$ cat src/hw/ifc_pkg.sv
// Purpose: constants for the indirect fabric register access engine
// Assumes: 32-bit APB data, one aligned word per register
// Notes: command register bit layout and offsets live here
package ifc_pkg;
  localparam logic [11:0] OFS_DATA = 12'h1ac;
  localparam logic [11:0] OFS_CMD = 12'h1b0;
  localparam int BIT_PENDING = 31;
  localparam int BIT_DIR = 30;
  localparam int BIT_STEP_UP = 29;
  localparam int BIT_STEP_DOWN = 28;
  localparam int LANE_LSB = 16;
  localparam int LANE_W = 4;
  localparam int INDEX_W = 16;
  localparam logic [31:0] RST_DATA = 32'h0000_0000;
  localparam logic [15:0] RST_INDEX = 16'h0000;
  localparam logic [3:0] RST_LANE = 4'h0;
  localparam logic RST_DIR = 1'b0;
  localparam logic DIR_WRITE = 1'b0;
  localparam logic DIR_READ = 1'b1;
  typedef enum logic [1:0] {
    ST_IDLE = 2'b01,
    ST_ACCESS = 2'b10
  } ifc_state_t;
endpackage

$ cat src/hw/ifc_engine.sv
// Purpose: APB slave giving indirect access to the fabric register array
// Assumes: fabric array on the same clock, request held until acknowledged
// Notes: zero-wait APB answer, read data registered in the setup cycle
//
// Summary of operation
// - writing one to op_pending starts a fabric access of the chosen direction
// - op_pending stays set through the access and self-clears when done
// - read data is in the data register by the cycle op_pending clears
// - direction_select zero is write, one is read, resets to zero
// - step-up: data write launches access, index increments after the write
// - step-up: data read increments index and launches the next fabric read
// - step-down: data write launches access, index decrements after the write
// - step-down: data read decrements index and launches the next read
// - step-up wins when both step enables are set
// - four-bit lane_select resets to zero, masks bytes on fabric writes
// - lane bit n governs data bits 8n+7 down to 8n
// - target_index is a 16-bit field in bits 15:0, resets to zero
// - data read returns fabric data when reading, else last host write
// - data register is 32-bit read/write at its own offset, resets to zero
`timescale 1ns/100ps
`default_nettype none
module ifc_engine
#(
  parameter int ADDR_W = 12
)
(
  input wire logic CLK,
  input wire logic RST_N,
  input wire logic PSEL,
  input wire logic PENABLE,
  input wire logic PWRITE,
  input wire logic [ADDR_W-1:0] PADDR,
  input wire logic [31:0] PWDATA,
  input wire logic [3:0] PSTRB,
  output logic [31:0] PRDATA,
  output logic PREADY,
  output logic PSLVERR,
  output logic FAB_REQ,
  output logic FAB_WE,
  output logic [ifc_pkg::INDEX_W-1:0] FAB_INDEX,
  output logic [31:0] FAB_WDATA,
  output logic [ifc_pkg::LANE_W-1:0] FAB_LANES,
  input wire logic FAB_ACK,
  input wire logic [31:0] FAB_RDATA
);
  import ifc_pkg::*;

  // offsets need nine bits; wider buses alias above bit 11
  if (ADDR_W < 9 || ADDR_W > 32)
  begin
    $error("ADDR_W must cover the register offsets");
  end

  function automatic logic [31:0] strb_merge(input logic [31:0] old_v,
    input logic [31:0] new_v, input logic [3:0] strb);
    logic [31:0] r;
    r = old_v;
    for (int i = 0; i < 4; i++)
      if (strb[i])
        r[8*i +: 8] = new_v[8*i +: 8];
    return r;
  endfunction

  ifc_state_t state_q, state_d;
  logic pending_q, pending_d;
  logic dir_q, up_q, down_q, fab_we_q;
  logic [3:0] lane_q;
  logic [15:0] index_q, index_d;
  logic [31:0] wdata_q, rdata_q;
  logic [31:0] prdata_q, prdata_d;
  logic pready_q, pslverr_q, pslverr_d;
  logic fab_req_q, fab_req_d;

  wire logic [11:0] ofs = 12'(PADDR);
  wire logic hit_data = ofs == OFS_DATA;
  wire logic hit_cmd = ofs == OFS_CMD;
  wire logic setup = PSEL && !PENABLE;
  wire logic commit = PSEL && PENABLE && pready_q;
  wire logic wr_data = commit && PWRITE && hit_data;
  wire logic wr_cmd = commit && PWRITE && hit_cmd;
  wire logic rd_data = commit && !PWRITE && hit_data;
  // step-up takes precedence
  wire logic step_on = up_q || down_q;
  wire logic [15:0] index_step = up_q ? index_q + 16'h0001
                                      : index_q - 16'h0001;
  wire logic [31:0] cmd_view = {pending_q, dir_q, up_q, down_q, 8'h00,
                                lane_q, index_q};
  wire logic [31:0] cmd_new = strb_merge(cmd_view, PWDATA, PSTRB);
  wire logic fab_done = state_q == ST_ACCESS && FAB_ACK;
  wire logic start = (wr_cmd && cmd_new[BIT_PENDING])
                  || ((wr_data || rd_data) && step_on);
  wire logic [31:0] data_view = dir_q == DIR_READ ? rdata_q : wdata_q;

  // a start in the completion cycle wins, so no launch is lost
  assign pending_d = start || (pending_q && !fab_done);
  assign prdata_d = !setup || PWRITE ? prdata_q
                  : hit_data ? data_view
                  : hit_cmd ? cmd_view : 32'h0000_0000;
  assign pslverr_d = setup ? !(hit_data || hit_cmd) : pslverr_q;

  always_comb
  begin
    index_d = index_q;
    if (wr_cmd)
      index_d = cmd_new[INDEX_W-1:0];
    else if (rd_data && step_on)
      index_d = index_step;
    else if (fab_done && dir_q == DIR_WRITE && step_on)
      index_d = index_step;
  end

  always_comb
  begin
    state_d = state_q;
    fab_req_d = fab_req_q;
    case (state_q)
      ST_IDLE:
      begin
        if (pending_q)
        begin
          state_d = ST_ACCESS;
          fab_req_d = 1'b1;
        end
      end
      ST_ACCESS:
      begin
        if (FAB_ACK)
        begin
          state_d = ST_IDLE;
          fab_req_d = 1'b0;
        end
      end
      default:
      begin
        state_d = ST_IDLE;
        fab_req_d = 1'b0;
      end
    endcase
  end

  // command fields other than pending and index
  wire logic dir_d = wr_cmd ? cmd_new[BIT_DIR] : dir_q;
  wire logic up_d = wr_cmd ? cmd_new[BIT_STEP_UP] : up_q;
  wire logic down_d = wr_cmd ? cmd_new[BIT_STEP_DOWN] : down_q;
  wire logic [3:0] lane_d = wr_cmd ? cmd_new[LANE_LSB +: LANE_W] : lane_q;
  // direction kept in its own flop so the port needs no gate
  wire logic fab_we_d = wr_cmd ? cmd_new[BIT_DIR] == DIR_WRITE : fab_we_q;
  wire logic [31:0] wdata_d = wr_data ? strb_merge(wdata_q, PWDATA, PSTRB)
                                      : wdata_q;
  // captured on the ack edge, same edge pending clears
  wire logic [31:0] rdata_d = fab_done && dir_q == DIR_READ ? FAB_RDATA
                                                            : rdata_q;

  always_ff @(posedge CLK)
  begin
    if (!RST_N)
    begin
      state_q <= ST_IDLE;
    end
    else
    begin
      state_q <= state_d;
    end
  end

  always_ff @(posedge CLK)
  begin
    if (!RST_N)
    begin
      pending_q <= 1'b0;
    end
    else
    begin
      pending_q <= pending_d;
    end
  end

  always_ff @(posedge CLK)
  begin
    if (!RST_N)
    begin
      fab_req_q <= 1'b0;
    end
    else
    begin
      fab_req_q <= fab_req_d;
    end
  end

  always_ff @(posedge CLK)
  begin
    if (!RST_N)
    begin
      index_q <= RST_INDEX;
    end
    else
    begin
      index_q <= index_d;
    end
  end

  // zero wait states: ready follows every setup cycle
  always_ff @(posedge CLK)
  begin
    if (!RST_N)
    begin
      pready_q <= 1'b0;
    end
    else
    begin
      pready_q <= setup;
    end
  end

  always_ff @(posedge CLK)
  begin
    if (!RST_N)
    begin
      pslverr_q <= 1'b0;
    end
    else
    begin
      pslverr_q <= pslverr_d;
    end
  end

  always_ff @(posedge CLK)
  begin
    if (!RST_N)
    begin
      prdata_q <= 32'h0000_0000;
    end
    else
    begin
      prdata_q <= prdata_d;
    end
  end

  always_ff @(posedge CLK)
  begin
    if (!RST_N)
    begin
      dir_q <= RST_DIR;
    end
    else
    begin
      dir_q <= dir_d;
    end
  end

  always_ff @(posedge CLK)
  begin
    if (!RST_N)
    begin
      up_q <= 1'b0;
    end
    else
    begin
      up_q <= up_d;
    end
  end

  always_ff @(posedge CLK)
  begin
    if (!RST_N)
    begin
      down_q <= 1'b0;
    end
    else
    begin
      down_q <= down_d;
    end
  end

  always_ff @(posedge CLK)
  begin
    if (!RST_N)
    begin
      lane_q <= RST_LANE;
    end
    else
    begin
      lane_q <= lane_d;
    end
  end

  // reset direction is write, so the port resets high
  always_ff @(posedge CLK)
  begin
    if (!RST_N)
    begin
      fab_we_q <= 1'b1;
    end
    else
    begin
      fab_we_q <= fab_we_d;
    end
  end

  always_ff @(posedge CLK)
  begin
    if (!RST_N)
    begin
      wdata_q <= RST_DATA;
    end
    else
    begin
      wdata_q <= wdata_d;
    end
  end

  always_ff @(posedge CLK)
  begin
    if (!RST_N)
    begin
      rdata_q <= RST_DATA;
    end
    else
    begin
      rdata_q <= rdata_d;
    end
  end

  assign PRDATA = prdata_q;
  assign PREADY = pready_q;
  assign PSLVERR = pslverr_q;
  assign FAB_REQ = fab_req_q;
  assign FAB_WE = fab_we_q;
  assign FAB_INDEX = index_q;
  assign FAB_WDATA = wdata_q;
  // fabric array writes only lanes set here
  assign FAB_LANES = lane_q;

endmodule
`default_nettype wire

$ cat config.mk
export PLATFORM = sky130hd
export DESIGN_NAME = ifc_engine
export DESIGN_NICKNAME = d
export VERILOG_FILES = /design/src/hw/ifc_pkg.sv /design/src/hw/ifc_engine.sv
export SDC_FILE = /design/constraint.sdc
export NUM_CORES = 1
export LEC_CHECK = 0
export BUFFER_PORTS_ARGS = -buffer_cell sky130_fd_sc_hd__buf_2
export CAP_MARGIN = 20
export CORE_ASPECT_RATIO = 1.5
export CORE_MARGIN = 2
export CORE_UTILIZATION = 30
export CTS_CLUSTER_SIZE = 8
export DETAILED_ROUTE_END_ITERATION = 7
export GPL_ROUTABILITY_DRIVEN = 0
export SLEW_MARGIN = 40
export SYNTH_ARGS = -nofsm -noshare
export SYNTH_HDL_FRONTEND = slang
export SYNTH_SLANG_ARGS = --single-unit
$ cat constraint.sdc
create_clock -name CLK -period 2.6 [get_ports CLK]
set_clock_uncertainty 0.15 [all_clocks]
set_input_delay 0.78 -clock CLK [delete_from_list [all_inputs] [get_ports CLK]]
set_output_delay 0.78 -clock CLK [all_outputs]
set_load 0.02 [all_outputs]
Word-level counts from Yosys, hierarchy flattened
Index checks and enable logic that the tools add are counted.
{"block": "classes", "n_addsub": 2, "n_eq_ne": 8, "mux": 16, "bitwise": 2, "n_reduce_logical": 37}
{"op": "32-bit two-way mux", "n": 3}
{"op": "16-bit two-way mux", "n": 4}
{"op": "12-bit by 9-bit equality test with 1-bit output, second input constant", "n": 2}
{"op": "8-bit two-way mux", "n": 3}
{"op": "2-bit AND reduction", "n": 9}
{"op": "16-bit by 1-bit adder with 16-bit output, second input constant", "n": 1}
{"op": "1-bit logical AND", "n": 16}
{"op": "16-bit by 1-bit subtractor with 16-bit output, second input constant", "n": 1}
{"op": "2-bit != test, second input constant", "n": 4}
{"op": "1-bit logical OR", "n": 6}
{"op": "1-bit zero test", "n": 5}
{"op": "2-bit two-way mux", "n": 2}
{"op": "2-bit case mux with 2 select lines", "n": 1}
{"op": "3-bit nonzero test", "n": 1}
{"op": "2-bit by 1-bit equality test with 1-bit output, second input constant", "n": 1}
{"op": "2-bit equality test, second input constant", "n": 1}
{"op": "1-bit two-way mux", "n": 2}
{"op": "1-bit NOT", "n": 2}
{"op": "1-bit case mux with 2 select lines", "n": 1}
{"block": "totals", "ff_bits": 126, "wordCells": 83}

Longest topological paths before layout
{"block": "logic_depth", "depth_word": 8, "ltp_mapped": 10, "ltp_nobuf": 8}

Worst setup path after synthesis
OpenSTA, ideal clock, no wires.
{"block": "synth_path", "path_kind": "input to register", "start": "input port PADDR[9]", "end": "register index_q[7] (netlist: FAB_INDEX[7])", "setup_ns": 0.123, "t_arrival_ns": 2.584, "slack_ns": -0.257, "path_stages": 7, "n_path_buf": 1, "path_cell_list": "or4b_4 -> nor4_4 -> nand3_4 -> mux2_4 -> buf_6 -> o21ai_0 -> a31oi_1"}
{"block": "synth_between", "elab_chain_cells": 5, "elab_cells_between_ends": 10}
{"element": "from (decl)", "line": "ifc_engine.sv:32", "source": "input wire logic [ADDR_W-1:0] PADDR,"}
{"element": "12-bit by 9-bit equality test with 1-bit output", "line": "ifc_engine.sv:75", "source": "wire logic hit_data = ofs == OFS_DATA;"}
{"element": "1-bit logical AND", "line": "ifc_engine.sv:81", "source": "wire logic rd_data = commit && !PWRITE && hit_data;"}
{"element": "1-bit logical AND", "line": "ifc_engine.sv:106", "source": "else if (rd_data && step_on)"}
{"element": "3-bit nonzero test (no line) or 16-bit two-way mux (tied branches)"}
{"element": "2-bit AND reduction (no line) or 16-bit two-way mux (tied branches)"}
{"element": "to (signal assigned)", "line": "ifc_engine.sv:198", "source": "index_q <= index_d;"}
{"element": "to (decl)", "line": "ifc_engine.sv:68", "source": "logic [15:0] index_q, index_d;"}
Parallel ways exist; a longest one is shown, timed or not.
A chain may end at the register's enable or synchronous reset.

Worst setup path after layout
{"block": "layout_path", "start": "input port PADDR[10]", "end": "register wdata_q[11] (netlist: FAB_WDATA[11])"}
{"block": "layout_between", "elab_chain_cells": 3}
{"element": "12-bit by 9-bit equality test with 1-bit output", "line": "ifc_engine.sv:75"}
{"element": "1-bit logical AND", "line": "ifc_engine.sv:79", "source": "wire logic wr_data = commit && PWRITE && hit_data;"}
{"element": "2-bit AND reduction (no line)"}
{"element": "to (signal assigned)", "line": "ifc_engine.sv:308", "source": "wdata_q <= wdata_d;"}
{"element": "to (decl)", "line": "ifc_engine.sv:69", "source": "logic [31:0] wdata_q, rdata_q;"}
No other way between the ends.

==> results.md <==
- Register-to-Register Path Depth: 9
- Count leader, synth: nand2_1
- Tightest Hold Check Type: reg2reg
- Chip Height: 178 um
- Via Count: about 6200
- Initial antenna violation count: 3
- R2r setup slk: 120 ps
- Primary FF master, synth: dfxtp_1
- First-pass GRT wire length: around 31000 um
- Num rows: 63
- All-layer global routing usage: 0.193
- Clock Path Buffers: 2
- Remaining antenna violation count after routing: 0
- Reg clk slew, reported paths: 60 ps
- Synth warn: 0
- R2R Path End: FAB_INDEX[15]
- CTS HTree Levels: 4
- Post-CTS Hold Fix Bufs: 0
- Non-Filler Instances: 1239
- Die area: 21300 um2
- Worst-path fanout max: 8
- Syn Nets: around 860
- Required @ worst endpoint: approximately 2800 ps
- DR WL/cell: 16.9 um
- Outcome: complete, no violations
- Syn avg cell area: 7.96 um2
- Critical path type: in2reg
- Post-synth EDFFs: 0
- Setup_tns: 0 ps
- Clock root cell: clkbuf_16
- Vias in the first global route: between 5000 and 6000
- Fin crit period: 2530 ps
- DRC violations left: 0
- Part of the Yosys area used for sequential elements: 0.414
- Num CTS Buffers: 17
- Synthesis-to-finish area growth: 36.9%
- GRT Residual Overflow: 0
- Synth Instances: between 700 and 800
- Leakage: between 0.003 and 0.004 uW
- Proportion of layout cells with a drive suffix above 1: 0.307
- Vias/cell: ~5.0
- Final hold slack: roughly 300 ps
- Pwr/cell area: roughly 560 nW/um2
- Startpoint types: input pin
- Largest net degree at the start of global routing: 61
- Top cell type's share of synthesized area: 0.414
- Die width: 120 um
- Final slew viol count: 0
- Worst Tran Pin Value: about 400 ps
- Detailed placer's ending HPWL: 16100 um
- Yosys cell types: 55
- Post-synth ARST share: 0
- CTS tree: yes
- Worst skew pair latency: between 400 and 500 ps
- FMAX: between 300 and 400 MHz
- Post-CTS setup buffer count: 0
- Final Hold Fails: 0
- Initial Util: 0.306
- Worst Hold Path EP: rdata_q[22]
- Post-synthesis register bit count: 125
- Worst EP arrival: between 2000 and 3000 ps
- Fin crit share: 0.974
- VDD IR max: around 0.44 mV
- Detailed Route Iter0 Violations: approximately 340
- First-pass iteration count of the detailed router: 6
- RSZ-0062 raised after global routing: no
- Final setup viols: 0
- Hold_sp: rdata_q[22]
- Core footprint: about 20000 um2
- Synth cell count leaders: nand2_1, dfxtp_1, a21oi_1, nor2_1, clkbuf_1
- Maxcap violations: 0
- Slew margin rel.: 0.740
- Fillers: ~2000
- Layout Nets: around 1100
- Syn Std Cell Area: 6050 um2
- Post-CTS Resized: 0
- Port Buf Inserts: approximately 170
- Sink Count: around 130
- Yosys top cell by area: dfxtp_1
- Hold Crit Depth: 2
- Post-Route WL: ~21000 um
- Placed insts: around 1200
- FF-to-FF Start: up_q
- Synth top area cells: dfxtp_1, a21oi_1, nand2_1
- Critical Path Sink Type: register
- I/O Pins: roughly 170
-- stage by stage --
stage	setup WS [ps]	power [uW]	util	instance area [um2]
final	68.8	4670	0.419	8280
after floorplan	-142	2030	-	6060
after CTS	77.5	4720	0.416	8240
after detailed placement	-370	2140	0.384	7590
after global placement	-322	2140	0.384	7590
after global routing	14.6	4820	0.419	8280
-- registers in the layout, summed over array words and instances (netlist names) --
register and cells:
up_q 1, PRDATA 32, dir_q 1, down_q 1
pending_q 1, PSLVERR 1, state_q 2, FAB_INDEX 16
FAB_WE 1, PREADY 1, FAB_WDATA 32, rdata_q 32
FAB_LANES 4
-- cell families after synthesis --
family                     after synthesis  synth area share
xor gates and xnor gates                 5           0.00724
and+or+nand+nor                        299             0.219
muxes                                   37            0.0651
adders and majority gates               15            0.0323
DFF                                    125             0.414
buffers and inverters                   64            0.0438
AOI/OAI and AO/OA                      215             0.219
-- how the worst max path moves through the flow --
stage	startpoint	end	slack, ps	cells past startpoint
5_1_grt	up_q	FAB_INDEX[10]	10	9
6_report	PADDR[10]	FAB_WDATA[11]	70	9
3_3_place_gp	PADDR[10]	FAB_WDATA[23]	-320	9
4_1_cts	PADDR[10]	FAB_WDATA[21]	80	9
3_5_place_dp	PADDR[10]	FAB_WDATA[21]	-370	9
2_1_floorplan	PADDR[10]	FAB_INDEX[2]	-140	7
-- metal layers --
layer  track usage  up-vias  wire length [um]
met2         0.352      198             11100
met1         0.212     2894              8200
met3        0.0472       26              1200
met5             0        -                13
li1              -     3101                 -
met4        0.0765        2               423
-- placed cells by master (no fill, tap or decap), drive strengths merged, types with 14 or more instances in the layout --
cell,n
buf,236
nand2,160
dfxtp,125
a21oi,124
nor2,63
mux2i,31
a211oi,25
clkbuf,22
nand3,17
nor3,15
ha,14
-- area by class of cell --
| type | count | area (um2) | share of cell area |
|---|---|---|---|
| sequential | 125 | 2500 | 0.302 |
| multi-input combinational | 572 | 3340 | 0.404 |
| antenna | 2 | 5.00 | 0.000604 |
| timing repair buffer | 236 | 1410 | 0.171 |
| tap | 260 | 325 | 0.0393 |
| clock inverter | 10 | 160 | 0.0193 |
| inverter | 12 | 46.3 | 0.00559 |
| clock buffer | 22 | 484 | 0.0585 |
-- where the power goes --
part / internal [uW] / switching, uW / total, uW / leakage (uW)
registers: 1920 / 2.33 / 1920 / 0.00101
clock network: 1700 / 869 / 2570 / 0.000304
logic: 73.1 / 104 / 177 / 0.00208
total: 3700 / 975 / 4670 / 0.00339
-- critical path, stage by stage --
cell and delay, ps:
buf_2 100, or4b_4 570, buf_4 160, nor4_1 200, and3_1 230, buf_12 130
and2_1 290, nand2_1 90, a21oi_1 160
Note: power is estimated with default switching activity, not from simulation.
